## src/flash_host_defines.vh

```
// register map, field positions, opcodes and timing counts
`ifndef FLASH_HOST_DEFINES_VH
`define FLASH_HOST_DEFINES_VH

`define REG_CTRL       8'h00
`define REG_ADDR       8'h04
`define REG_LEN        8'h08
`define REG_TXDATA     8'h0c
`define REG_RXDATA     8'h10
`define REG_CFG        8'h14
`define REG_STATUS     8'h18

`define CTRL_START     8
`define RXD_VALID      8
`define CFG_QUAD_OK    0
`define CFG_DUMMY10    1
`define CFG_MODE_LO    8
`define CFG_MODE_HI    15
`define CFG_WRAP_LO    16
`define CFG_WRAP_HI    18
`define ST_BUSY        0
`define ST_TX_FULL     1
`define ST_RX_VALID    2
`define ST_REFUSED     3
`define ST_CONT        4
`define ST_FLASH_BUSY  5

`define MODE_RST       8'h00
`define WRAP_RST       3'h1
`define LEN_RST        16'h0001

`define OP_QOUT_READ   8'h6b
`define OP_QIO_READ    8'heb
`define OP_PROGRAM     8'h02
`define OP_QPROGRAM    8'h32
`define OP_SECT_ERASE  8'h20
`define OP_WRAP_SET    8'h77
`define OP_WRITE_EN    8'h06
`define OP_READ_STAT   8'h05
`define OP_MODE_RESET  8'hff
`define CONT_KEY       2'b10

`define K_QOUT         4'h0
`define K_QIO          4'h1
`define K_PP           4'h2
`define K_QPP          4'h3
`define K_SE           4'h4
`define K_WRAP         4'h5
`define K_WRITE_ENABLE_CMD         4'h6
`define K_MRST         4'h7
`define K_POLL         4'h8

`define HALF_CYC       4'h4
`define GAP_TICKS      4'h4
`define QIO_WAIT_DEF   6'd4
`define QIO_WAIT_LONG  6'd8

`endif

```

## src/spi_tick_gen.v

```verilog
// half-period enable pulse for the serial clock
`timescale 1ns/1ps
module spi_tick_gen (
  input wire clk_sys, // system clock
  input wire sys_rst, // synchronous reset, active high
  input wire run,     // count while high
  output reg tick     // one-cycle pulse every half period
);
`include "flash_host_defines.vh"
  reg [3:0] cnt_r;

  always @(posedge clk_sys) begin
    if (sys_rst || !run) begin
      cnt_r <= 4'h0;
      tick <= 1'b0;
    end else if (cnt_r == `HALF_CYC - 4'h1) begin
      cnt_r <= 4'h0;
      tick <= 1'b1;
    end else begin
      cnt_r <= cnt_r + 4'h1;
      tick <= 1'b0;
    end
  end
endmodule

```

## src/io_sync.v

```verilog
// two-flop synchroniser for the four data pins
`timescale 1ns/1ps
module io_sync (
  input wire clk_sys,       // system clock
  input wire sys_rst,       // synchronous reset, active high
  input wire [3:0] pinIn,   // raw pin levels
  output reg [3:0] pinSync  // synchronised levels
);
  reg [3:0] meta_r;

  always @(posedge clk_sys) begin
    if (sys_rst) begin
      meta_r <= 4'h0;
      pinSync <= 4'h0;
    end else begin
      meta_r <= pinIn;
      pinSync <= meta_r;
    end
  end
endmodule

```

## src/flash_host_ctrl.v

```verilog
// serial flash host: quad reads, program, erase, wrap setup, over APB
//
// Contract
// - 6BH, address, dummy byte, quad data out
// - EBH: address, mode, dummy all quad
// - host sets quad enable before EBH
// - quad-I/O wait 6 clocks, or 10
// - mode key 10 skips next opcode
// - other key: opcode again; reset clears
// - 77H, 24 dummy bits, 8 wrap bits
// - host sends write enable before program
// - program: opcode, address, at least one byte
// - program runs only on whole byte
// - 32H quad program needs quad enable
// - 20H plus address erases a sector
// - erase runs only after full address
//
// Local design decisions: register access over APB and the register addresses.
`timescale 1ns/1ps
module flash_host_ctrl (
  input wire clk_sys,         // system clock, 250 MHz
  input wire sys_rst,         // synchronous reset, active high
  input wire [7:0] paddr,     // APB address
  input wire psel,            // APB select
  input wire penable,         // APB enable
  input wire pwrite,          // APB write
  input wire [31:0] pwdata,   // APB write data
  output reg [31:0] prdata,   // APB read data
  output reg pready,          // APB ready
  output reg pslverr,         // APB error, unmapped address
  output reg flashCsN,        // chip select, active low
  output reg flashSclk,       // serial clock, idles low
  input wire [3:0] ioIn,      // data pins in
  output reg [3:0] ioOut,     // data pins out
  output reg [3:0] ioOe       // data pin drive enables
);
`include "flash_host_defines.vh"
  localparam S_IDLE = 4'd0;
  localparam S_START = 4'd1;
  localparam S_LEAD = 4'd2;
  localparam S_OPC = 4'd3;
  localparam S_AX = 4'd4;
  localparam S_DUMMY = 4'd5;
  localparam S_RXD = 4'd6;
  localparam S_TXWAIT = 4'd7;
  localparam S_TXD = 4'd8;
  localparam S_FIN = 4'd9;
  localparam S_GAP = 4'd10;

  reg [3:0] state_r, segNext_r, kind_r, mainKind_r, gapCnt_r;
  reg [31:0] txShift_r;
  reg [5:0] clkLeft_r;
  reg segQuad_r;
  reg [3:0] segOe_r;
  reg [7:0] rxShift_r, rxData_r, txData_r, modeByte_r;
  reg [15:0] byteLeft_r, len_r;
  reg [23:0] addr_r;
  reg [2:0] wrapBits_r;
  reg contMode_r, flashBusy_r, refused_r, txValid_r, rxValid_r, rxSnap_r;
  reg quadOk_r, dummy10_r;
  wire [3:0] ioSync;
  wire tick;

  function [7:0] opcodeOf;
    input [3:0] k;
    begin
      case (k)
        `K_QOUT: opcodeOf = `OP_QOUT_READ;
        `K_QIO: opcodeOf = `OP_QIO_READ;
        `K_PP: opcodeOf = `OP_PROGRAM;
        `K_QPP: opcodeOf = `OP_QPROGRAM;
        `K_SE: opcodeOf = `OP_SECT_ERASE;
        `K_WRAP: opcodeOf = `OP_WRAP_SET;
        `K_WRITE_ENABLE_CMD: opcodeOf = `OP_WRITE_EN;
        `K_POLL: opcodeOf = `OP_READ_STAT;
        default: opcodeOf = `OP_MODE_RESET;
      endcase
    end
  endfunction

  function needsWren;
    input [3:0] k;
    begin
      needsWren = (k == `K_PP) || (k == `K_QPP) || (k == `K_SE);
    end
  endfunction

  function mapped;
    input [7:0] a;
    begin
      mapped = (a[1:0] == 2'b00) && (a <= `REG_STATUS);
    end
  endfunction

  // address-phase segment for each command
  reg [31:0] axShift;
  reg [5:0] axClk;
  reg axQuad;
  reg [3:0] axOe;
  always @* begin
    axShift = {addr_r, 8'h00};
    axClk = 6'd24;
    axQuad = 1'b0;
    axOe = 4'b1101;
    case (kind_r)
      `K_QOUT: axClk = 6'd32;
      `K_QIO: begin
        axShift = {addr_r, modeByte_r};
        axClk = 6'd8;
        axQuad = 1'b1;
        axOe = 4'b1111;
      end
      `K_WRAP: begin
        axShift = {24'h000000, 1'b0, wrapBits_r, 4'h0};
        axClk = 6'd32;
      end
      default: axClk = 6'd24;
    endcase
  end

  wire [7:0] rxNext = segQuad_r ? {rxShift_r[3:0], ioSync} :
                      {rxShift_r[6:0], ioSync[1]};
  wire segState = (state_r == S_OPC) || (state_r == S_AX) ||
                  (state_r == S_DUMMY) || (state_r == S_RXD) ||
                  (state_r == S_TXD);
  // sclk parks low until software drains the last byte
  wire rxStall = (state_r == S_RXD) && rxValid_r && !flashSclk &&
                 (kind_r != `K_POLL);
  wire tickRun = (segState && !rxStall) || (state_r == S_FIN) ||
                 (state_r == S_GAP);
  wire rise = tick && segState && !rxStall && !flashSclk;
  wire fall = tick && segState && flashSclk;

  wire setup = psel && !penable;
  wire access = psel && penable && pready;
  wire wrEv = access && pwrite;
  wire rdEv = access && !pwrite;
  wire [2:0] newCmd = pwdata[2:0];
  wire newQuad = (newCmd == 3'd1) || (newCmd == 3'd3);
  wire newData = (newCmd == 3'd0) || (newCmd == 3'd1) ||
                 (newCmd == 3'd2) || (newCmd == 3'd3);
  wire startReq = wrEv && (paddr == `REG_CTRL) && pwdata[`CTRL_START];

  spi_tick_gen u_tick (
    .clk_sys(clk_sys),
    .sys_rst(sys_rst),
    .run(tickRun),
    .tick(tick)
  );

  io_sync u_sync (
    .clk_sys(clk_sys),
    .sys_rst(sys_rst),
    .pinIn(ioIn),
    .pinSync(ioSync)
  );

  // APB slave: no wait states, read data latched in setup
  always @(posedge clk_sys) begin
    if (sys_rst) begin
      pready <= 1'b0;
      pslverr <= 1'b0;
      prdata <= 32'h00000000;
      rxSnap_r <= 1'b0;
    end else if (setup) begin
      pready <= 1'b1;
      pslverr <= !mapped(paddr);
      rxSnap_r <= rxValid_r;
      prdata <= 32'h00000000;
      if (!pwrite) begin
        case (paddr)
          `REG_CTRL: prdata <= {28'h0000000, mainKind_r};
          `REG_ADDR: prdata <= {8'h00, addr_r};
          `REG_LEN: prdata <= {16'h0000, len_r};
          `REG_TXDATA: prdata <= {24'h000000, txData_r};
          `REG_RXDATA: prdata <= {23'h000000, rxValid_r, rxData_r};
          `REG_CFG: prdata <= {13'h0000, wrapBits_r, modeByte_r,
                               6'h00, dummy10_r, quadOk_r};
          `REG_STATUS: prdata <= {26'h0000000, flashBusy_r, contMode_r,
                                  refused_r, rxValid_r, txValid_r,
                                  state_r != S_IDLE};
          default: prdata <= 32'h00000000;
        endcase
      end
    end else begin
      pready <= 1'b0;
      pslverr <= 1'b0;
    end
  end

  // software configuration
  always @(posedge clk_sys) begin
    if (sys_rst) begin
      addr_r <= 24'h000000;
      len_r <= `LEN_RST;
      quadOk_r <= 1'b0;
      dummy10_r <= 1'b0;
      modeByte_r <= `MODE_RST;
      wrapBits_r <= `WRAP_RST;
    end else if (wrEv && !pslverr) begin
      case (paddr)
        `REG_ADDR: addr_r <= pwdata[23:0];
        `REG_LEN: len_r <= pwdata[15:0];
        `REG_CFG: begin
          quadOk_r <= pwdata[`CFG_QUAD_OK];
          dummy10_r <= pwdata[`CFG_DUMMY10];
          modeByte_r <= pwdata[`CFG_MODE_HI:`CFG_MODE_LO];
          wrapBits_r <= pwdata[`CFG_WRAP_HI:`CFG_WRAP_LO];
        end
        default: ;
      endcase
    end
  end

  // sequencer
  always @(posedge clk_sys) begin
    if (sys_rst) begin
      state_r <= S_IDLE;
      segNext_r <= S_OPC;
      kind_r <= `K_QOUT;
      mainKind_r <= `K_QOUT;
      gapCnt_r <= 4'h0;
      txShift_r <= 32'h00000000;
      clkLeft_r <= 6'd0;
      segQuad_r <= 1'b0;
      segOe_r <= 4'h0;
      rxShift_r <= 8'h00;
      rxData_r <= 8'h00;
      txData_r <= 8'h00;
      byteLeft_r <= 16'h0000;
      contMode_r <= 1'b0;
      flashBusy_r <= 1'b0;
      refused_r <= 1'b0;
      txValid_r <= 1'b0;
      rxValid_r <= 1'b0;
      flashCsN <= 1'b1;
      flashSclk <= 1'b0;
      ioOut <= 4'h0;
      ioOe <= 4'h0;
    end else begin
      // clears first so a same-cycle set wins
      if (wrEv && paddr == `REG_STATUS && pwdata[`ST_REFUSED])
        refused_r <= 1'b0;
      if (rdEv && paddr == `REG_RXDATA && rxSnap_r)
        rxValid_r <= 1'b0;
      if (startReq) begin
        if (state_r != S_IDLE || (newQuad && !quadOk_r) ||
            (newData && len_r == 16'h0000) || newCmd > 3'd5) begin
          refused_r <= 1'b1;
        end else begin
          mainKind_r <= {1'b0, newCmd};
          state_r <= S_START;
          if (contMode_r && newCmd != 3'd1)
            kind_r <= `K_MRST;
          else if (needsWren({1'b0, newCmd}))
            kind_r <= `K_WRITE_ENABLE_CMD;
          else
            kind_r <= {1'b0, newCmd};
        end
      end
      if (fall || state_r == S_LEAD) begin
        if (fall)
          flashSclk <= 1'b0;
        ioOe <= segOe_r;
        if (segQuad_r) begin
          ioOut <= txShift_r[31:28];
          txShift_r <= {txShift_r[27:0], 4'h0};
        end else begin
          ioOut <= {3'b110, txShift_r[31]};
          txShift_r <= {txShift_r[30:0], 1'b0};
        end
      end
      case (state_r)
        S_START: begin
          state_r <= S_LEAD;
          if (kind_r == `K_QIO && contMode_r) begin
            txShift_r <= axShift;
            clkLeft_r <= axClk;
            segQuad_r <= axQuad;
            segOe_r <= axOe;
            segNext_r <= S_AX;
          end else begin
            txShift_r <= {opcodeOf(kind_r), 24'h000000};
            clkLeft_r <= 6'd8;
            segQuad_r <= 1'b0;
            segOe_r <= 4'b1101;
            segNext_r <= S_OPC;
          end
        end
        S_LEAD: begin
          flashCsN <= 1'b0;
          state_r <= segNext_r;
        end
        S_TXWAIT: begin
          if (txValid_r) begin
            txValid_r <= 1'b0;
            txShift_r <= {txData_r, 24'h000000};
            segQuad_r <= kind_r == `K_QPP;
            segOe_r <= 4'b1111;
            if (kind_r != `K_QPP)
              segOe_r <= 4'b1101;
            clkLeft_r <= (kind_r == `K_QPP) ? 6'd2 : 6'd8;
            state_r <= S_TXD;
          end
        end
        S_FIN: begin
          if (tick && flashSclk) begin
            flashSclk <= 1'b0;
          end else if (tick) begin
            flashCsN <= 1'b1;
            ioOe <= 4'h0;
            gapCnt_r <= 4'h0;
            state_r <= S_GAP;
          end
        end
        S_GAP: begin
          if (tick)
            gapCnt_r <= gapCnt_r + 4'h1;
          if (tick && gapCnt_r == `GAP_TICKS - 4'h1) begin
            state_r <= S_START;
            case (kind_r)
              `K_MRST: kind_r <= needsWren(mainKind_r) ? `K_WRITE_ENABLE_CMD :
                                 mainKind_r;
              `K_WRITE_ENABLE_CMD: kind_r <= mainKind_r;
              // wait out the self-timed cycle before the next order
              `K_POLL: if (!flashBusy_r) state_r <= S_IDLE;
              default: begin
                if (needsWren(kind_r))
                  kind_r <= `K_POLL;
                else
                  state_r <= S_IDLE;
              end
            endcase
          end
        end
        default: ;
      endcase
      if (rise) begin
        flashSclk <= 1'b1;
        rxShift_r <= rxNext;
        clkLeft_r <= clkLeft_r - 6'd1;
        if (clkLeft_r == 6'd1) begin
          case (state_r)
            S_OPC: begin
              if (kind_r == `K_MRST) begin
                contMode_r <= 1'b0;
                state_r <= S_FIN;
              end else if (kind_r == `K_WRITE_ENABLE_CMD) begin
                state_r <= S_FIN;
              end else if (kind_r == `K_POLL) begin
                clkLeft_r <= 6'd8;
                segQuad_r <= 1'b0;
                segOe_r <= 4'b1101;
                byteLeft_r <= 16'h0001;
                state_r <= S_RXD;
              end else begin
                txShift_r <= axShift;
                clkLeft_r <= axClk;
                segQuad_r <= axQuad;
                segOe_r <= axOe;
                state_r <= S_AX;
              end
            end
            S_AX: begin
              byteLeft_r <= len_r;
              txShift_r <= 32'h00000000;
              segOe_r <= 4'h0;
              case (kind_r)
                `K_QOUT: begin
                  clkLeft_r <= 6'd2;
                  segQuad_r <= 1'b1;
                  state_r <= S_RXD;
                end
                `K_QIO: begin
                  contMode_r <= modeByte_r[5:4] == `CONT_KEY;
                  clkLeft_r <= dummy10_r ? `QIO_WAIT_LONG :
                               `QIO_WAIT_DEF;
                  state_r <= S_DUMMY;
                end
                `K_PP, `K_QPP: state_r <= S_TXWAIT;
                default: state_r <= S_FIN;
              endcase
            end
            S_DUMMY: begin
              clkLeft_r <= 6'd2;
              state_r <= S_RXD;
            end
            S_RXD: begin
              if (kind_r == `K_POLL) begin
                flashBusy_r <= rxNext[0];
                state_r <= S_FIN;
              end else begin
                rxData_r <= rxNext;
                rxValid_r <= 1'b1;
                byteLeft_r <= byteLeft_r - 16'h0001;
                clkLeft_r <= segQuad_r ? 6'd2 : 6'd8;
                if (byteLeft_r == 16'h0001)
                  state_r <= S_FIN;
              end
            end
            S_TXD: begin
              byteLeft_r <= byteLeft_r - 16'h0001;
              if (byteLeft_r == 16'h0001)
                state_r <= S_FIN;
              else
                state_r <= S_TXWAIT;
            end
            default: state_r <= S_FIN;
          endcase
        end
      end
      if (wrEv && paddr == `REG_TXDATA) begin
        txData_r <= pwdata[7:0];
        txValid_r <= 1'b1;
      end
    end
  end
endmodule

```

## config.mk

```make
export PLATFORM = sky130hd
export DESIGN_NAME = flash_host_ctrl
export DESIGN_NICKNAME = d
export VERILOG_FILES = /design/src/spi_tick_gen.v /design/src/io_sync.v /design/src/flash_host_ctrl.v
export VERILOG_INCLUDE_DIRS = /design/src
export SDC_FILE = /design/constraint.sdc
export NUM_CORES = 1
export LEC_CHECK = 0
export ABC_AREA = 1
export BUFFER_PORTS_ARGS = -buffer_cell sky130_fd_sc_hd__buf_2
export CAP_MARGIN = 20
export CORE_UTILIZATION = 35
export CTS_BUF_LIST = sky130_fd_sc_hd__clkbuf_8 sky130_fd_sc_hd__clkbuf_16
export CTS_CLUSTER_SIZE = 8
export DETAILED_ROUTE_END_ITERATION = 6
export SLEW_MARGIN = 25
export SYNTH_ARGS = -nofsm -noshare
export SYNTH_HDL_FRONTEND = slang
export SYNTH_SLANG_ARGS = --single-unit
```

## constraint.sdc

```tcl
create_clock -name clk_sys -period 5.65 [get_ports clk_sys]
set_clock_uncertainty 0.15 [all_clocks]
set_input_delay 1.13 -clock clk_sys [delete_from_list [all_inputs] [get_ports clk_sys]]
set_output_delay 1.13 -clock clk_sys [all_outputs]
set_load 0.02 [all_outputs]
```

**Yosys cells after proc, flatten, opt, wreduce, memory -nomap -nowiden**

Memories as Yosys holds them, arrays and structs flattened. A register that Yosys moved wholly into a read port is not among the register bits.
Index checks and enable logic that the tools add are counted.

- Bitwise operators: 3
- Order comparisons: 2
- Eq/ne operators: 49
- Add/subtract/negate cells: 4
- Multiplexer cells: 120
- Reductions and logical operators: 85

Operators by type and width:

| kind | count |
|---|---|
| 2-to-1 mux 32 bit | 9 |
| one-hot mux 32 bit (2 select lines) | 3 |
| one-hot mux 24 bit (7 select lines) | 1 |
| 2-to-1 mux 4 bit | 37 |
| 2-to-1 mux 16 bit | 4 |
| one-hot mux 16 bit (4 select lines) | 1 |
| 2-to-1 mux 6 bit | 8 |
| one-hot mux 4 bit (5 select lines) | 2 |
| one-hot mux 6 bit (2 select lines) | 3 |
| equality test 4 x 3 -> 1 bit (second input constant) | 8 |
| 2-to-1 mux 1 bit | 32 |
| logical AND 1 bit | 28 |
| equality test 4 x 2 -> 1 bit (second input constant) | 6 |
| equality test 8 x 5 -> 1 bit (second input constant) | 3 |
| 2-to-1 mux 24 bit | 1 |
| one-hot mux 4 bit (2 select lines) | 3 |
| one-hot mux 4 bit (3 select lines) | 2 |
| one-hot mux 6 bit (4 select lines) | 1 |
| logical OR 1 bit | 21 |
| equality test 16 x 1 -> 1 bit (second input constant) | 1 |
| equality test 4 bit (second input constant) | 4 |
| equality test 8 x 4 -> 1 bit (second input constant) | 2 |
| logical NOT 16 bit | 1 |
| subtractor 16 x 1 -> 16 bit (second input constant) | 1 |
| other kinds (36) | 81 |

- Memories: 1
- Register bits after elaboration: 217
- Output and inout bits: 44
- Bits in read-only memories: 128
- Word-level logic and storage cells: 300
- Bits of input ports: 49

Memories:

| memory | words | width | read ports | clocked after Yosys merged registers in | wr ports | line | source |
|---|---|---|---|---|---|---|---|
| (name not given) | 16 | 8 | 1 | 1 | 0 | flash_host_ctrl.v:67 | `case (k)` |

**Logic depth before layout (Yosys ltp)**

- Depth in word-level cells: 17
- Gate-level depth with buffers: 16
- Depth with buffers taken out: 16

**Cells and area by module**

Synthesis repeated with hierarchy kept, for this count alone.

- Cells, all modules: 1617
- Area total of the unflattened synthesis: 10955.5 um^2

Modules (own cells, without submodules):

| module | cells each | area an instance (um^2) | times used | seq. area each (um^2) |
|---|---|---|---|---|
| flash_host_ctrl | 1569 | 10530.1 | 1 | 4043.9 |
| io_sync | 25 | 231.5 | 1 | 160.2 |
| spi_tick_gen | 23 | 193.9 | 1 | 100.1 |

**Worst setup path after synthesis**

Ideal clock, no wire load.

- Kind: input-to-reg
- Start point: input port paddr[6]
- End point: register (tool-made name)
- Path slack: 2884 ps
- Arrival: 2495 ps
- Buffers on the path: 1
- Required time: 5379 ps
- Stages: 15
- Setup time: 121 ps
- Cells stage by stage: inv_1 nand2_1 nor2_2 nand2_1 nor2_1 nand3_1 buf_2 nand2_1 nand3_1 nand2_1 nand2_1 nand2_1 nand2_1 nand2_1 o21ai_0

RTL lines:

| item | line | source |
|---|---|---|
| from (decl) | flash_host_ctrl.v:23 | `input wire [7:0] paddr,` |

**Final worst setup path**

- Start point: register kind_r[0]
- End point: register txShift_r[2]

- Longest elaborated chain between the ends: 10
- Elaborated cells on any way between the ends: 20

RTL lines:

| item | line | source |
|---|---|---|
| from (decl) | flash_host_ctrl.v:50 | `reg [3:0] state_r, segNext_r, kind_r, mainKind_r, gapCnt_r;` |
| from (signal assigned) | flash_host_ctrl.v:220 | `` kind_r <= `K_QOUT; `` |
| from (signal assigned) | flash_host_ctrl.v:254 | `` kind_r <= `K_MRST; `` |
| from (signal assigned) | flash_host_ctrl.v:256 | `` kind_r <= `K_WRITE_ENABLE_CMD; `` |
| equality test 4 x 3 -> 1 bit or equality test 4 x 1 -> 1 bit (tied branches) | flash_host_ctrl.v:105 | `case (kind_r)` |
| one-hot mux 32 bit (2 select lines) or logical AND 1 bit (tied branches) | flash_host_ctrl.v:105, flash_host_ctrl.v:276 |  |
| 2-to-1 mux 32 bit | flash_host_ctrl.v:276 | `` if (kind_r == `K_QIO && contMode_r) begin `` |
| one-hot mux 32 bit (2 select lines) | flash_host_ctrl.v:273 | `case (state_r)` |
| 2-to-1 mux 32 bit | flash_host_ctrl.v:350 | `` end else if (kind_r == `K_POLL) begin `` |
| 2-to-1 mux 32 bit | flash_host_ctrl.v:348 | `` end else if (kind_r == `K_WRITE_ENABLE_CMD) begin `` |
| 2-to-1 mux 32 bit | flash_host_ctrl.v:345 | `` if (kind_r == `K_MRST) begin `` |
| one-hot mux 32 bit (2 select lines) | flash_host_ctrl.v:343 | `case (state_r)` |
| 2-to-1 mux 32 bit | flash_host_ctrl.v:342 | `if (clkLeft_r == 6'd1) begin` |
| 2-to-1 mux 32 bit (*) | flash_host_ctrl.v:338 | `if (rise) begin` |
| to (signal assigned) | flash_host_ctrl.v:283 | `txShift_r <= {opcodeOf(kind_r), 24'h000000};` |
| to (signal assigned) | flash_host_ctrl.v:297 | `txShift_r <= {txData_r, 24'h000000};` |
| to (signal assigned) | flash_host_ctrl.v:357 | `txShift_r <= axShift;` |
| to (decl) | flash_host_ctrl.v:51 | `reg [31:0] txShift_r;` |

Mark *: on every way between the ends. The rest lies on a longest branch, timed or not.
A chain may end at the register's enable or synchronous reset.

==> results.py <==
metrics = {
    "timing": {
        "slew_viol_final": 0,
        "tns_ns": 0,
        "worst_slew_pin_slew_ns": 0.962,
        "finalCritPeriodShare_pct": 60.0,
        "rsz0062_at_grt": "false",
        "finalSetupViolCount": 0,
        "slew_headroom_pct": 35.8,
        "final_hold_viol_count": 0,
        "clock.fmax_mhz": 295,
        "min_period_ns": 3.39,
    },
    "synth": {
        "postSynthAreaPerCell_um2": 6.72,
        "synth_area_um2": 11000,
        "synth_common_cells": "nand2_1, dfxtp_1, nor2_1",
        "synthTopCellsByArea": "dfxtp_1, nand2_1, o21ai_0",
        "yosysTopAreaCell": "dfxtp_1",
        "seq_area_frac_synth_pct": 39.2,
        "yosys_register_bits": 215,
        "synthFlopType": "dfxtp_1",
        "synth-edff-count": 0,
        "synthArstFlopShare_pct": 0,
        "synth_cell_types": 53,
        "ys_warn_count": 0,
        "yosysMostFrequentCell": "nand2_1",
        "synth_top_area_share_pct": 39.2,
        "synthCells": 1633,
    },
    "clocking": {
        "cts.sinks": 215,
        "clk_latency_ns": 0.57,
        "cts_setup_buffers": 0,
        "post_cts_resized": 0,
        "cts.path.max_buffers": 3,
        "path_clk_slew_ns": 0.05,
        "clockRootBuffer": "clkbuf_16",
        "htree_levels": 1,
        "cts_tree": "yes",
        "cts_buffers": 30,
        "holdBufCountCts": 0,
    },
    "finish": {
        "n_fill_cell": 3286,
        "instances_no_fill": 2075,
        "areaGrowthSynthToFinish_pct": 12.6,
        "num-nets-final": 1732,
        "drive_gt1_share_pct": 9.24,
    },
    "drt": {
        "drc": 10,
        "vias": 11170,
        "ant_nets": 0,
        "via_per_inst": 5.38,
        "dr.first_iter.drc_count": 1040,
        "first_pass_iters": 7,
        "wl_per_cell_um": 17.3,
        "routed_wl_um": 35900,
    },
    "critical_path": {
        "end_kind": "register",
        "arrival_ns": 3.68,
        "r2r_setup_slack_ns": 2.26,
        "cpMaxStageDelayCell": "nand2_2",
        "crit_fanout": 22,
        "crit_required_ns": 5.94,
        "critPathKind": "register to register",
        "crit_path_cell_trace": "inv_2, nand2_2, nor3_4, nor2_2, nand2_2, nand3_4, nor2_8, inv_4, a21oi_4, nand2_2, o21ai_1, nor2_1",
        "crit_family": "simple AND/OR/NAND/NOR gates",
        "worst_path_most_repeated_cell": "nand2_2",
        "critPathLaunchType": "register",
        "slowest_delay_ns": 0.41,
        "path_buf_inv": 2,
    },
    "power_and_ir_drop": {
        "p_sw_share_pct": 31.3,
        "internal_power_uw": 2870,
        "powerDensity_nw_per_um2": 338,
        "finalPower_uw": 4180,
        "vdd_drop_max_mv": 0.202,
        "switching_power_uw": 1310,
        "combPwrFrac_pct": 20.5,
        "p_leak_uw": 0.00503,
        "clkPwrFrac_pct": 38.1,
        "power_frac_seq_pct": 41.4,
    },
    "global_route": {
        "grt_first_pass_wirelength_um": 55700,
        "grtUsageTotal_pct": 22.3,
        "overflow": 0,
        "grt_pass1_vias": 10015,
        "grt_max_degree": 76,
        "antenna_found_initial": 1,
    },
    "floorplan": {
        "initial_core_util_pct": 35.7,
        "core_um2": 30700,
        "rows": 64,
        "pin_count": 93,
        "die_area_um2": 32100,
        "fp.dieH_um": 179,
        "fp.dieW_um": 179,
    },
    "job": {
        "max_cap_viol_count": 0,
    },
    "min_path": {
        "hold_path_class": "register to register",
    },
    "placed_design": {
        "hpwl_um": 25900,
        "placed_cells": 2041,
        "portBuffers": 76,
        "place.gp.congestion": 0.905,
    },
    "run_status": {
        "status": "finished, violations left",
        "violations": "design-rule violations",
    },
}
[kinds of logic (layout without fill, tap and decap cells)]
logic type	count (synthesis)	after routing	share of synthesized area, %
adders and majority gates	6	6	0.684
and+or+nand+nor	662	662	25.6
AOI/OAI and AO/OA	458	458	23.1
DFF	215	215	39.2
other	1	9	0.0342
xor gates and xnor gates	10	10	0.799
buffers and inverters	280	318	10.4
muxes	1	1	0.0913
[registers in the layout, indices dropped and copies added (netlist names), 4 cells and up, named ones only]
name            cells
txShift_r          32
addr_r             24
prdata             24
byteLeft_r         16
len_r              16
modeByte_r          8
rxData_r            8
txData_r            8
rxShift_r           7
clkLeft_r           6
gapCnt_r            4
ioOe                4
ioOut               4
kind_r              4
segOe_r             4
state_r             4
u_sync.meta_r       4
u_sync.pinSync      4
u_tick.cnt_r        4
[worst paths after layout]
| check | start | endpoint | cells past startpoint |
|---|---|---|---|
| setup / recovery | kind_r[0]$_SDFF_PP0_ | txShift_r[2]$_SDFF_PP0_ | 12 |
| hold / removal | u_sync.meta_r[2]$_SDFF_PP0_ | u_sync.pinSync[2]$_SDFF_PP0_ | 2 |
| setup reg to reg | kind_r[0]$_SDFF_PP0_ | txShift_r[2]$_SDFF_PP0_ | 12 |
| hold reg to reg | u_sync.meta_r[2]$_SDFF_PP0_ | u_sync.pinSync[2]$_SDFF_PP0_ | 2 |
[per-layer routing]
metal	GRT usage, %	vias to the layer above	wire, µm
met2	34.9	389	16100
li1	-	5480	-
met5	0	-	0
met3	3.29	66	2540
met4	7.49	0	1050
met1	31.1	5235	16200
[power groups by stage]
| stage | Combinational, µW | Sequential [µW] | Clock, µW |
|---|---|---|---|
| global placement | 836 | 1760 | 0 |
| finish | 857 | 1730 | 1590 |
| floorplan | 631 | 1760 | 0 |
| global route | 984 | 1740 | 1680 |
| CTS | 852 | 1730 | 1620 |
| detailed placement | 848 | 1760 | 0 |
[through the flow]
stage / setup slack [ns] / instance area [µm²] / util [%] / hold WS (ns)
2_1_floorplan: 2.88 / 11000 / - / 0.238
3_5_place_dp: 2.09 / 11600 / 37.6 / 0.250
5_1_grt: 2.04 / 12400 / 40.2 / 0.265
3_3_place_gp: 2.04 / 11600 / 37.6 / 0.247
6_report: 2.26 / 12400 / 40.2 / 0.254
4_1_cts: 2.34 / 12400 / 40.2 / 0.257
[area by class of cell]
type                    instances  area, µm²  area share, %
diodes                          1       2.50         0.0203
clock buffers                  30        751           6.08
clock inverters                 3       37.5          0.304
inverters                     200        754           6.11
multi-input cells            1145       5560           45.0
flip-flops and latches        215       4310           34.9
well taps                     396        495           4.01
repair buffers                 85        448           3.63
[layout by cell type, fill, tap and decap left out, types with 17 or more instances in the layout]
cell,instances
buf_2,76
a31oi_1,21
nand3_1,78
clkbuf_16,30
inv_1,186
o211ai_1,22
nor2_1,201
dfxtp_1,214
nor3_1,31
o22ai_1,17
a21oi_1,163
o21ai_0,183
nand2_1,308
[worst min-delay path: cells and delay by family, from the launching register on]
family        cells  cell delay, ns
buf+inv           1            0.04
flops             1            0.29
simple gates      1            0.03
Note: power is estimated with default switching activity, not from simulation.
